[config.mk]
export PLATFORM = sky130hd
export DESIGN_NAME = scp_serial_command_port
export DESIGN_NICKNAME = d
export VERILOG_FILES = /design/src/rtl/scp_pkg.sv /design/src/rtl/scp_pin_sync.sv /design/src/rtl/scp_serial_command_port.sv
export SDC_FILE = /design/constraint.sdc
export NUM_CORES = 1
export LEC_CHECK = 0
export ABC_CLOCK_PERIOD_IN_PS = 6900
export BUFFER_PORTS_ARGS = -buffer_cell sky130_fd_sc_hd__clkbuf_2
export CORE_ASPECT_RATIO = 1.25
export CORE_UTILIZATION = 61
export DETAILED_ROUTE_END_ITERATION = 6
export HOLD_SLACK_MARGIN = 0.1
export PLACE_DENSITY = 0.85
export SLEW_MARGIN = 20
export SYNTH_ARGS = -nofsm -noshare
export SYNTH_HDL_FRONTEND = slang
export SYNTH_HIERARCHICAL = 1
export SYNTH_SLANG_ARGS = --single-unit
export TNS_END_PERCENT = 50
[constraint.sdc]
create_clock -name core_clk -period 6.9 [get_ports core_clk]
set_input_delay 0.345 -clock core_clk [delete_from_list [all_inputs] [get_ports core_clk]]
set_output_delay 0.345 -clock core_clk [all_outputs]
set_load 0.03 [all_outputs]
[src/rtl/scp_pkg.sv]
package scp_pkg;

    // Core clock and power-on hold-off
    localparam int CLK_HZ = 100_000_000;
    localparam int POR_PULSE_MS = 100;
    localparam int POR_HOLD_CYCLES = POR_PULSE_MS * (CLK_HZ / 1000);
    localparam int POR_CNT_W = 24;

    // Frame geometry
    localparam int CMD_BITS = 16;
    localparam int CODE_BITS = 8;
    localparam int CNT_W = 5;
    localparam int STAT_BITS = 8;

    // Pin synchroniser lanes and their reset levels (select idles high)
    localparam int PIN_CS = 0;
    localparam int PIN_SCK = 1;
    localparam int PIN_SDI = 2;
    localparam int PIN_COUNT = 3;
    localparam logic [2:0] PIN_RST = 3'h1;

    // Four-bit command codes
    localparam logic [3:0] CODE4_CFG = 4'h9;
    localparam logic [3:0] CODE4_FREQ = 4'hA;
    localparam logic [3:0] CODE4_WAKE = 4'hE;

    // Eight-bit command codes
    localparam logic [7:0] CODE_PWR = 8'hC0;
    localparam logic [7:0] CODE_LBD = 8'hC2;
    localparam logic [7:0] CODE_FIFO_WR = 8'hC6;
    localparam logic [7:0] CODE_RATE = 8'hC8;
    localparam logic [7:0] CODE_FIFO_SET = 8'hCE;
    localparam logic [7:0] CODE_EXT_FEAT = 8'hB8;
    localparam logic [7:0] CODE_STATUS = 8'hB0;

    // Field positions
    localparam int FE_BIT = 7;
    localparam int PLLBW_LSB = 0;

    // Frequency parameter legal range
    localparam logic [11:0] FREQ_MIN = 12'h060;
    localparam logic [11:0] FREQ_MAX = 12'hF3F;

    // Loop bandwidth encodings
    localparam logic [1:0] BW_15K = 2'h0;
    localparam logic [1:0] BW_30K = 2'h1;
    localparam logic [1:0] BW_60K = 2'h2;
    localparam logic [1:0] BW_120K = 2'h3;

    // Command register file carried as one bundle
    typedef struct packed {
        logic [11:0] cfg_word;
        logic [11:0] freq;
        logic [5:0] power;
        logic fifo_en;
        logic [5:0] fifo_level;
        logic [7:0] rate;
        logic [7:0] lowbat;
        logic [11:0] wakeup;
        logic [7:0] ext_feat;
    } scp_regs_t;

    // Values after power-on
    localparam scp_regs_t REGS_RST = '{
        cfg_word: 12'h082,
        freq: 12'hD57,
        power: 6'h02,
        fifo_en: 1'h0,
        fifo_level: 6'h00,
        rate: 8'h13,
        lowbat: 8'h13,
        wakeup: 12'h196,
        ext_feat: 8'h02
    };

    typedef enum logic [1:0] {
        ST_CMD,
        ST_FIFO,
        ST_STAT
    } scp_state_t;

endpackage

[src/rtl/scp_pin_sync.sv]
`timescale 1ns/1ps
`default_nettype none

module scp_pin_sync
    import scp_pkg::*;
(
    input wire logic core_clk,
    input wire logic rst_b,
    input wire logic chip_select_n,
    input wire logic serial_clk,
    input wire logic serial_data_in,
    output logic cs_n_s,
    output logic sck_rise,
    output logic sck_fall,
    output logic sdi_s
);

    logic [PIN_COUNT-1:0] pins;
    logic [PIN_COUNT-1:0] meta_q;
    logic [PIN_COUNT-1:0] sync_q;
    logic sck_old_q;

    assign pins = {serial_data_in, serial_clk, chip_select_n};

    // Two-stage synchroniser per pin; first stage feeds only the second
    genvar i;
    generate
        for (i = 0; i < PIN_COUNT; i++)
        begin : g_sync
            always_ff @(posedge core_clk or negedge rst_b)
            begin
                if (!rst_b)
                begin
                    meta_q[i] <= PIN_RST[i];
                    sync_q[i] <= PIN_RST[i];
                end
                else
                begin
                    meta_q[i] <= pins[i];
                    sync_q[i] <= meta_q[i];
                end
            end
        end
    endgenerate

    // Extra stage so edges are found on synchronised values only
    always_ff @(posedge core_clk or negedge rst_b)
    begin
        if (!rst_b)
            sck_old_q <= 1'b0;
        else
            sck_old_q <= sync_q[PIN_SCK];
    end

    assign cs_n_s = sync_q[PIN_CS];
    assign sdi_s = sync_q[PIN_SDI];
    assign sck_rise = sync_q[PIN_SCK] & ~sck_old_q;
    assign sck_fall = ~sync_q[PIN_SCK] & sck_old_q;

endmodule

`default_nettype wire

[src/rtl/scp_serial_command_port.sv]
`timescale 1ns/1ps
`default_nettype none

// Function
// Sample data on clock rise while selected
// Select high resets receiver to fresh frame
// Host sends whole bytes except FIFO data
// Leading code bits pick the command
// Words arrive most significant bit first
// Don't-care bits never change behaviour
// Power-on loads defaults into all registers
// Two-bit loop bandwidth select, default 10
// Bandwidth caps bit rate; host obeys
// Bandwidth lives in extended features register
// Status read command returns status bits
// Ignore commands during power-on pulse
// FIFO write pushes data bits when enabled
// Out-of-range frequency write is discarded
// Registers update only on complete frames
module scp_serial_command_port
    import scp_pkg::*;
#(
    parameter int POR_HOLD = POR_HOLD_CYCLES
)
(
    input wire logic core_clk,
    input wire logic rst_b,
    input wire logic chip_select_n,
    input wire logic serial_clk,
    input wire logic serial_data_in,
    input wire logic [STAT_BITS-1:0] status_bits,
    output logic serial_data_out,
    output scp_regs_t regs,
    output logic [1:0] pll_bandwidth_sel,
    output logic fifo_enable,
    output logic fifo_push,
    output logic fifo_bit,
    output logic port_ready
);

    logic cs_n_s;
    logic sck_rise;
    logic sck_fall;
    logic sdi_s;

    logic [POR_CNT_W-1:0] por_cnt_q;
    logic [POR_CNT_W-1:0] por_cnt_d;
    logic por_done;

    scp_state_t st_q;
    scp_state_t st_d;
    logic [CMD_BITS-1:0] sh_q;
    logic [CMD_BITS-1:0] sh_d;
    logic [CNT_W-1:0] cnt_q;
    logic [CNT_W-1:0] cnt_d;
    logic armed_q;
    logic armed_d;
    scp_regs_t regs_q;
    scp_regs_t regs_d;
    logic push_q;
    logic push_d;
    logic bit_q;
    logic bit_d;
    logic [STAT_BITS-1:0] so_q;
    logic [STAT_BITS-1:0] so_d;
    logic sdo_q;
    logic sdo_d;

    scp_pin_sync u_sync (
        .core_clk(core_clk),
        .rst_b(rst_b),
        .chip_select_n(chip_select_n),
        .serial_clk(serial_clk),
        .serial_data_in(serial_data_in),
        .cs_n_s(cs_n_s),
        .sck_rise(sck_rise),
        .sck_fall(sck_fall),
        .sdi_s(sdi_s)
    );

    // Power-on hold-off counter; saturates once the pulse is over
    assign por_done = (por_cnt_q == POR_CNT_W'(POR_HOLD));

    always_comb
    begin
        por_cnt_d = por_cnt_q;
        if (!por_done)
            por_cnt_d = por_cnt_q + 1'b1;
    end

    always_ff @(posedge core_clk or negedge rst_b)
    begin
        if (!rst_b)
            por_cnt_q <= '0;
        else
            por_cnt_q <= por_cnt_d;
    end

    // Frame receiver, decoder and register file
    always_comb
    begin
        logic [CMD_BITS-1:0] word;
        word = {sh_q[CMD_BITS-2:0], sdi_s};
        st_d = st_q;
        sh_d = sh_q;
        cnt_d = cnt_q;
        armed_d = armed_q;
        regs_d = regs_q;
        push_d = 1'b0;
        bit_d = bit_q;
        so_d = so_q;
        sdo_d = sdo_q;
        if (cs_n_s)
        begin
            // Deselect drops any partial frame, so no register moves
            st_d = ST_CMD;
            cnt_d = '0;
            sdo_d = 1'b0;
            // A frame counts only if it began after the hold-off ended
            armed_d = por_done;
        end
        else
        begin
            if (armed_q && sck_rise)
            begin
                case (st_q)
                    ST_CMD:
                    begin
                        sh_d = word;
                        cnt_d = cnt_q + 1'b1;
                        if (cnt_q == CNT_W'(CODE_BITS - 1))
                        begin
                            // Eight-bit codes that switch the frame's meaning
                            if (word[CODE_BITS-1:0] == CODE_FIFO_WR)
                                st_d = ST_FIFO;
                            else if (word[CODE_BITS-1:0] == CODE_STATUS)
                            begin
                                st_d = ST_STAT;
                                so_d = status_bits;
                            end
                        end
                        if (cnt_q == CNT_W'(CMD_BITS - 1))
                        begin
                            // Full word in hand: commit; only defined fields stored
                            cnt_d = '0;
                            if (word[15:12] == CODE4_CFG)
                                regs_d.cfg_word = word[11:0];
                            else if (word[15:12] == CODE4_FREQ)
                            begin
                                if (word[11:0] >= FREQ_MIN && word[11:0] <= FREQ_MAX)
                                    regs_d.freq = word[11:0];
                            end
                            else if (word[15:12] == CODE4_WAKE)
                                regs_d.wakeup = word[11:0];
                            else
                            begin
                                case (word[15:8])
                                    CODE_PWR: regs_d.power = word[5:0];
                                    CODE_LBD: regs_d.lowbat = word[7:0];
                                    CODE_RATE: regs_d.rate = word[7:0];
                                    CODE_FIFO_SET:
                                    begin
                                        regs_d.fifo_en = word[FE_BIT];
                                        regs_d.fifo_level = word[5:0];
                                    end
                                    CODE_EXT_FEAT: regs_d.ext_feat = word[7:0];
                                    default: regs_d = regs_q;
                                endcase
                            end
                        end
                    end
                    ST_FIFO:
                    begin
                        // Any number of data bits; each is pushed as it lands while fifo_en is set
                        push_d = regs_q.fifo_en;
                        bit_d = sdi_s;
                    end
                    ST_STAT:
                        st_d = ST_STAT;
                    default:
                        st_d = ST_CMD;
                endcase
            end
            // Status shifts out on falling edges so the host samples on the rise
            if (st_q == ST_STAT && sck_fall)
            begin
                sdo_d = so_q[STAT_BITS-1];
                so_d = {so_q[STAT_BITS-2:0], 1'b0};
            end
        end
    end

    always_ff @(posedge core_clk or negedge rst_b)
    begin
        if (!rst_b)
        begin
            st_q <= ST_CMD;
            sh_q <= '0;
            cnt_q <= '0;
            armed_q <= 1'b0;
            regs_q <= REGS_RST;
            push_q <= 1'b0;
            bit_q <= 1'b0;
            so_q <= '0;
            sdo_q <= 1'b0;
        end
        else
        begin
            st_q <= st_d;
            sh_q <= sh_d;
            cnt_q <= cnt_d;
            armed_q <= armed_d;
            regs_q <= regs_d;
            push_q <= push_d;
            bit_q <= bit_d;
            so_q <= so_d;
            sdo_q <= sdo_d;
        end
    end

    // Outputs straight from flops, except port_ready, which is decoded from the hold-off counter
    assign regs = regs_q;
    // The host must keep its bit rate within what this bandwidth supports
    assign pll_bandwidth_sel = regs_q.ext_feat[PLLBW_LSB +: 2];
    assign fifo_enable = regs_q.fifo_en;
    assign fifo_push = push_q;
    assign fifo_bit = bit_q;
    assign serial_data_out = sdo_q;
    assign port_ready = por_done;

endmodule

`default_nettype wire

==> impl_metrics.csv <==
group,metric,value,unit
status,status,"finished, final reports clean",
power_and_ir_drop,leakagePower,3.49,nW
logic_synthesis,synthDistinctLibCells,49,
logic_synthesis,synth_edf_count,0,
clock_tree,clock_path_buffers,2,
global_routing,gr-total-overflow,0,
critical_path,endpoint_kind,"flop",
layout,n_antenna_cell,0,
logic_synthesis,synthArstFlopShare,100,%
clock_tree,cts.reportedPaths.clkPinSlew,0.06,ns
global_routing,grt_max_degree,72,
global_routing,antenna_found_initial,0,
layout,drive_gt1_share,46.3,%
routing,first_pass_iters,4,
logic_synthesis,syn-instance-count,438,
layout,syn_to_final_growth,20.7,%
clock_tree,clk_latency,0.42,ns
routing,drtIter0Drc,303,
layout,fin_nets,545,
placement,routabilityCongestion,0.858,
power_and_ir_drop,p_sw_share,20.6,%
sta,layout_min_cycle_time,2.65,ns
clock_tree,cts.hold.buffers_added,4,
critical_path,worstPathRequired,7.20,ns
logic_synthesis,yosys-top-cells-area,"dfrtp_1 49%, mux2_2 16%, dfstp_2 11%",
routing,remaining_drc_errors,0,
clock_tree,htree_levels,4,
clock_tree,cts_buffers,17,
critical_path,arrival,2.95,ns
logic_synthesis,ys_seq_elements,138,
power_and_ir_drop,comb_power_share,1.3,%
sta,setup_viol,0,
power_and_ir_drop,powerDensity,259,mW/mm^2
logic_synthesis,synth_warnings,6,
logic_synthesis,yosys.area.top_type,"dfrtp_1",
routing,ant_nets,0,
clock_tree,cts_tree,"done",
job,drv_cap,0,
floorplan,coreArea,0.00922,sq mm
floorplan,core.rowCount,39,
hold_path,hold_class,"primary input to flop",
clock_tree,postCtsSetupRepairBufs,0,
layout,final_cell_area,0.00703,sq mm
layout,final_util,76.2,%
placement,port_buffers,92,
clock_tree,clock_sinks,138,
routing,wl_per_cell,19.6,microns
sta,worst_pin_slew,0.861,ns
floorplan,die_h,111,microns
sta,fin_skew,0.00624,ns
clock_tree,ctsResizeCount,0,
floorplan,die-area,0.00994,sq mm
sta,slew_violations,0,
critical_path,start_kind,"flop",
global_routing,grt_pass1_wl,21100,microns
routing,num_vias,3926,
sta,rsz0062_at_grt,"false",
logic_synthesis,yosysMostFrequentCell,"dfrtp_1",
sta,relSlewSlack,42.6,%
logic_synthesis,synth.cell_area,0.00582,sq mm
sta,setup_tns,0,ns
sta,fmax,0.377,GHz
power_and_ir_drop,power_switching,0.374,mW
sta,hold_viol,0,
floorplan,fp.dieW,89.4,microns
placement,dp_hpwl,8070,microns
global_routing,grt_pass1_vias,4125,
logic_synthesis,yosys-top-cells-count,"113 x dfrtp_1, 81 x mux2_2, 30 x nor2_1",
sta,timing.final.crit_share,38.4,%
placement,placed_area,0.00633,sq mm
power_and_ir_drop,sequentialPowerShare,44.8,%
logic_synthesis,yosysTopAreaCellShare,48.6,%
clock_tree,clockRootBuffer,"clkbuf_16",
power_and_ir_drop,clkPwrFrac,53.9,%
power_and_ir_drop,peakVddDrop,228,uV
logic_synthesis,avgSynthCellArea,13.3,sq um
logic_synthesis,ys_seq_area_share,59.9,%
routing,drt-total-wl,13100,microns
logic_synthesis,synth_fp_nets,454,
floorplan,io_pins,93,
critical_path,cp_max_fo,12,
logic_synthesis,ys.flop_type,"dfrtp_1",
routing,viasPerCell,5.90,
global_routing,track_usage,29.2,%
power_and_ir_drop,power.internal,1.45,mW
floorplan,start_util,63.1,%
critical_path,worstSetupPathType,"flop to flop",
## sequential cells by signal (all words and copies together) (netlist names)
signal and cells:
fifo_push 1, u_sync/sdi_s 1, armed_q 1, pll_bandwidth_sel 2, regs 70, fifo_bit 1, u_sync/cs_n_s 1, fifo_enable 1
st_q 2, cnt_q 5, por_cnt_q 24, u_sync/sync_q 1, u_sync/sck_old_q 1, u_sync/meta_q 3, sh_q 15, serial_data_out 1
so_q 8
## critical path, cell delays in order (launching register included)
cell,delay (ns)
dfrtp_1,0.36
nor2b_1,0.31
nand4bb_1,0.18
or4_4,0.59
a211oi_4,0.67
mux2_2,0.42
## power groups by stage
stage	Combinational [mW]	Sequential [mW]	Clock, mW
floorplan	0.00361	0.828	0
global placement	0.0214	0.830	0
detailed placement	0.0221	0.830	0
CTS	0.0243	0.816	0.991
global route	0.0274	0.816	1.02
finish	0.0232	0.816	0.981
## area by class of cell
cell class	instances	area (sq um)
fillers	536	2200
flip-flops and latches	138	3480
clock buffers	19	453
well taps	123	154
repair buffers	98	518
inverters	11	41.3
multi-input cells	263	2180
clock inverters	13	191
## cells in the final DEF, fill, tap and decap left out, drive strengths merged, types with 10 or more instances in the layout
| master | count |
|---|---|
| nand2 | 18 |
| dfrtp | 113 |
| nor2 | 30 |
| nand3 | 15 |
| inv | 13 |
| xnor2 | 16 |
| nand4 | 10 |
| dfstp | 25 |
| clkbuf | 110 |
| mux2 | 91 |
## routing by layer
metal  global-route usage [%]  up-vias  wire length [microns]
met5                        0        -                      0
met4                     15.4        0                    493
met3                     8.56       37                    690
met2                     45.4      143                   6740
met1                     36.4     2018                   5130
li1                         -     1728                      -
## worst paths after layout
check | cells past startpoint | from | slack, ns | end
worst max-delay path | 5 | u_sync/sync_q[1]$_DFF_PN0_ | 4.25 | regs[58]$_DFFE_PN0P_
worst max register to register | 5 | u_sync/sync_q[1]$_DFF_PN0_ | 4.25 | regs[58]$_DFFE_PN0P_
max in group asynchronous | 3 | rst_b | 4.94 | regs[19]$_DFFE_PN0P_
worst min register to register | 0 | u_sync/meta_q[0]$_DFF_PN1_ | 0.37 | u_sync/cs_n_s$_DFF_PN1_
min in group asynchronous | 2 | rst_b | 0.58 | u_sync/meta_q[1]$_DFF_PN0_
worst min-delay path | 3 | status_bits[2] | 0.15 | so_q[2]$_DFFE_PN0P_
## metrics by stage
stage               power [mW]  hold WS, ns  instances  setup slack, ns
floorplan                0.831       0.0494        438             4.61
global placement         0.851        0.335        629             4.25
detailed placement       0.852        0.355        629             4.17
CTS                       1.83        0.140        665             4.04
global route              1.86        0.148        665             4.15
finish                    1.82        0.150        665             4.25
## cell families (layout without fill, tap and decap cells)
logic type,after synthesis,after routing,share of synthesized area [%]
DFF,138,138,59.9
buffers and inverters,37,141,2.75
AOI/OAI and AO/OA,22,22,2.71
adders and majority gates,3,3,0.645
and+or+nand+nor,122,122,12.0
xor gates and xnor gates,23,23,3.46
muxes,93,93,18.6
(Power assumes the default switching activity.)
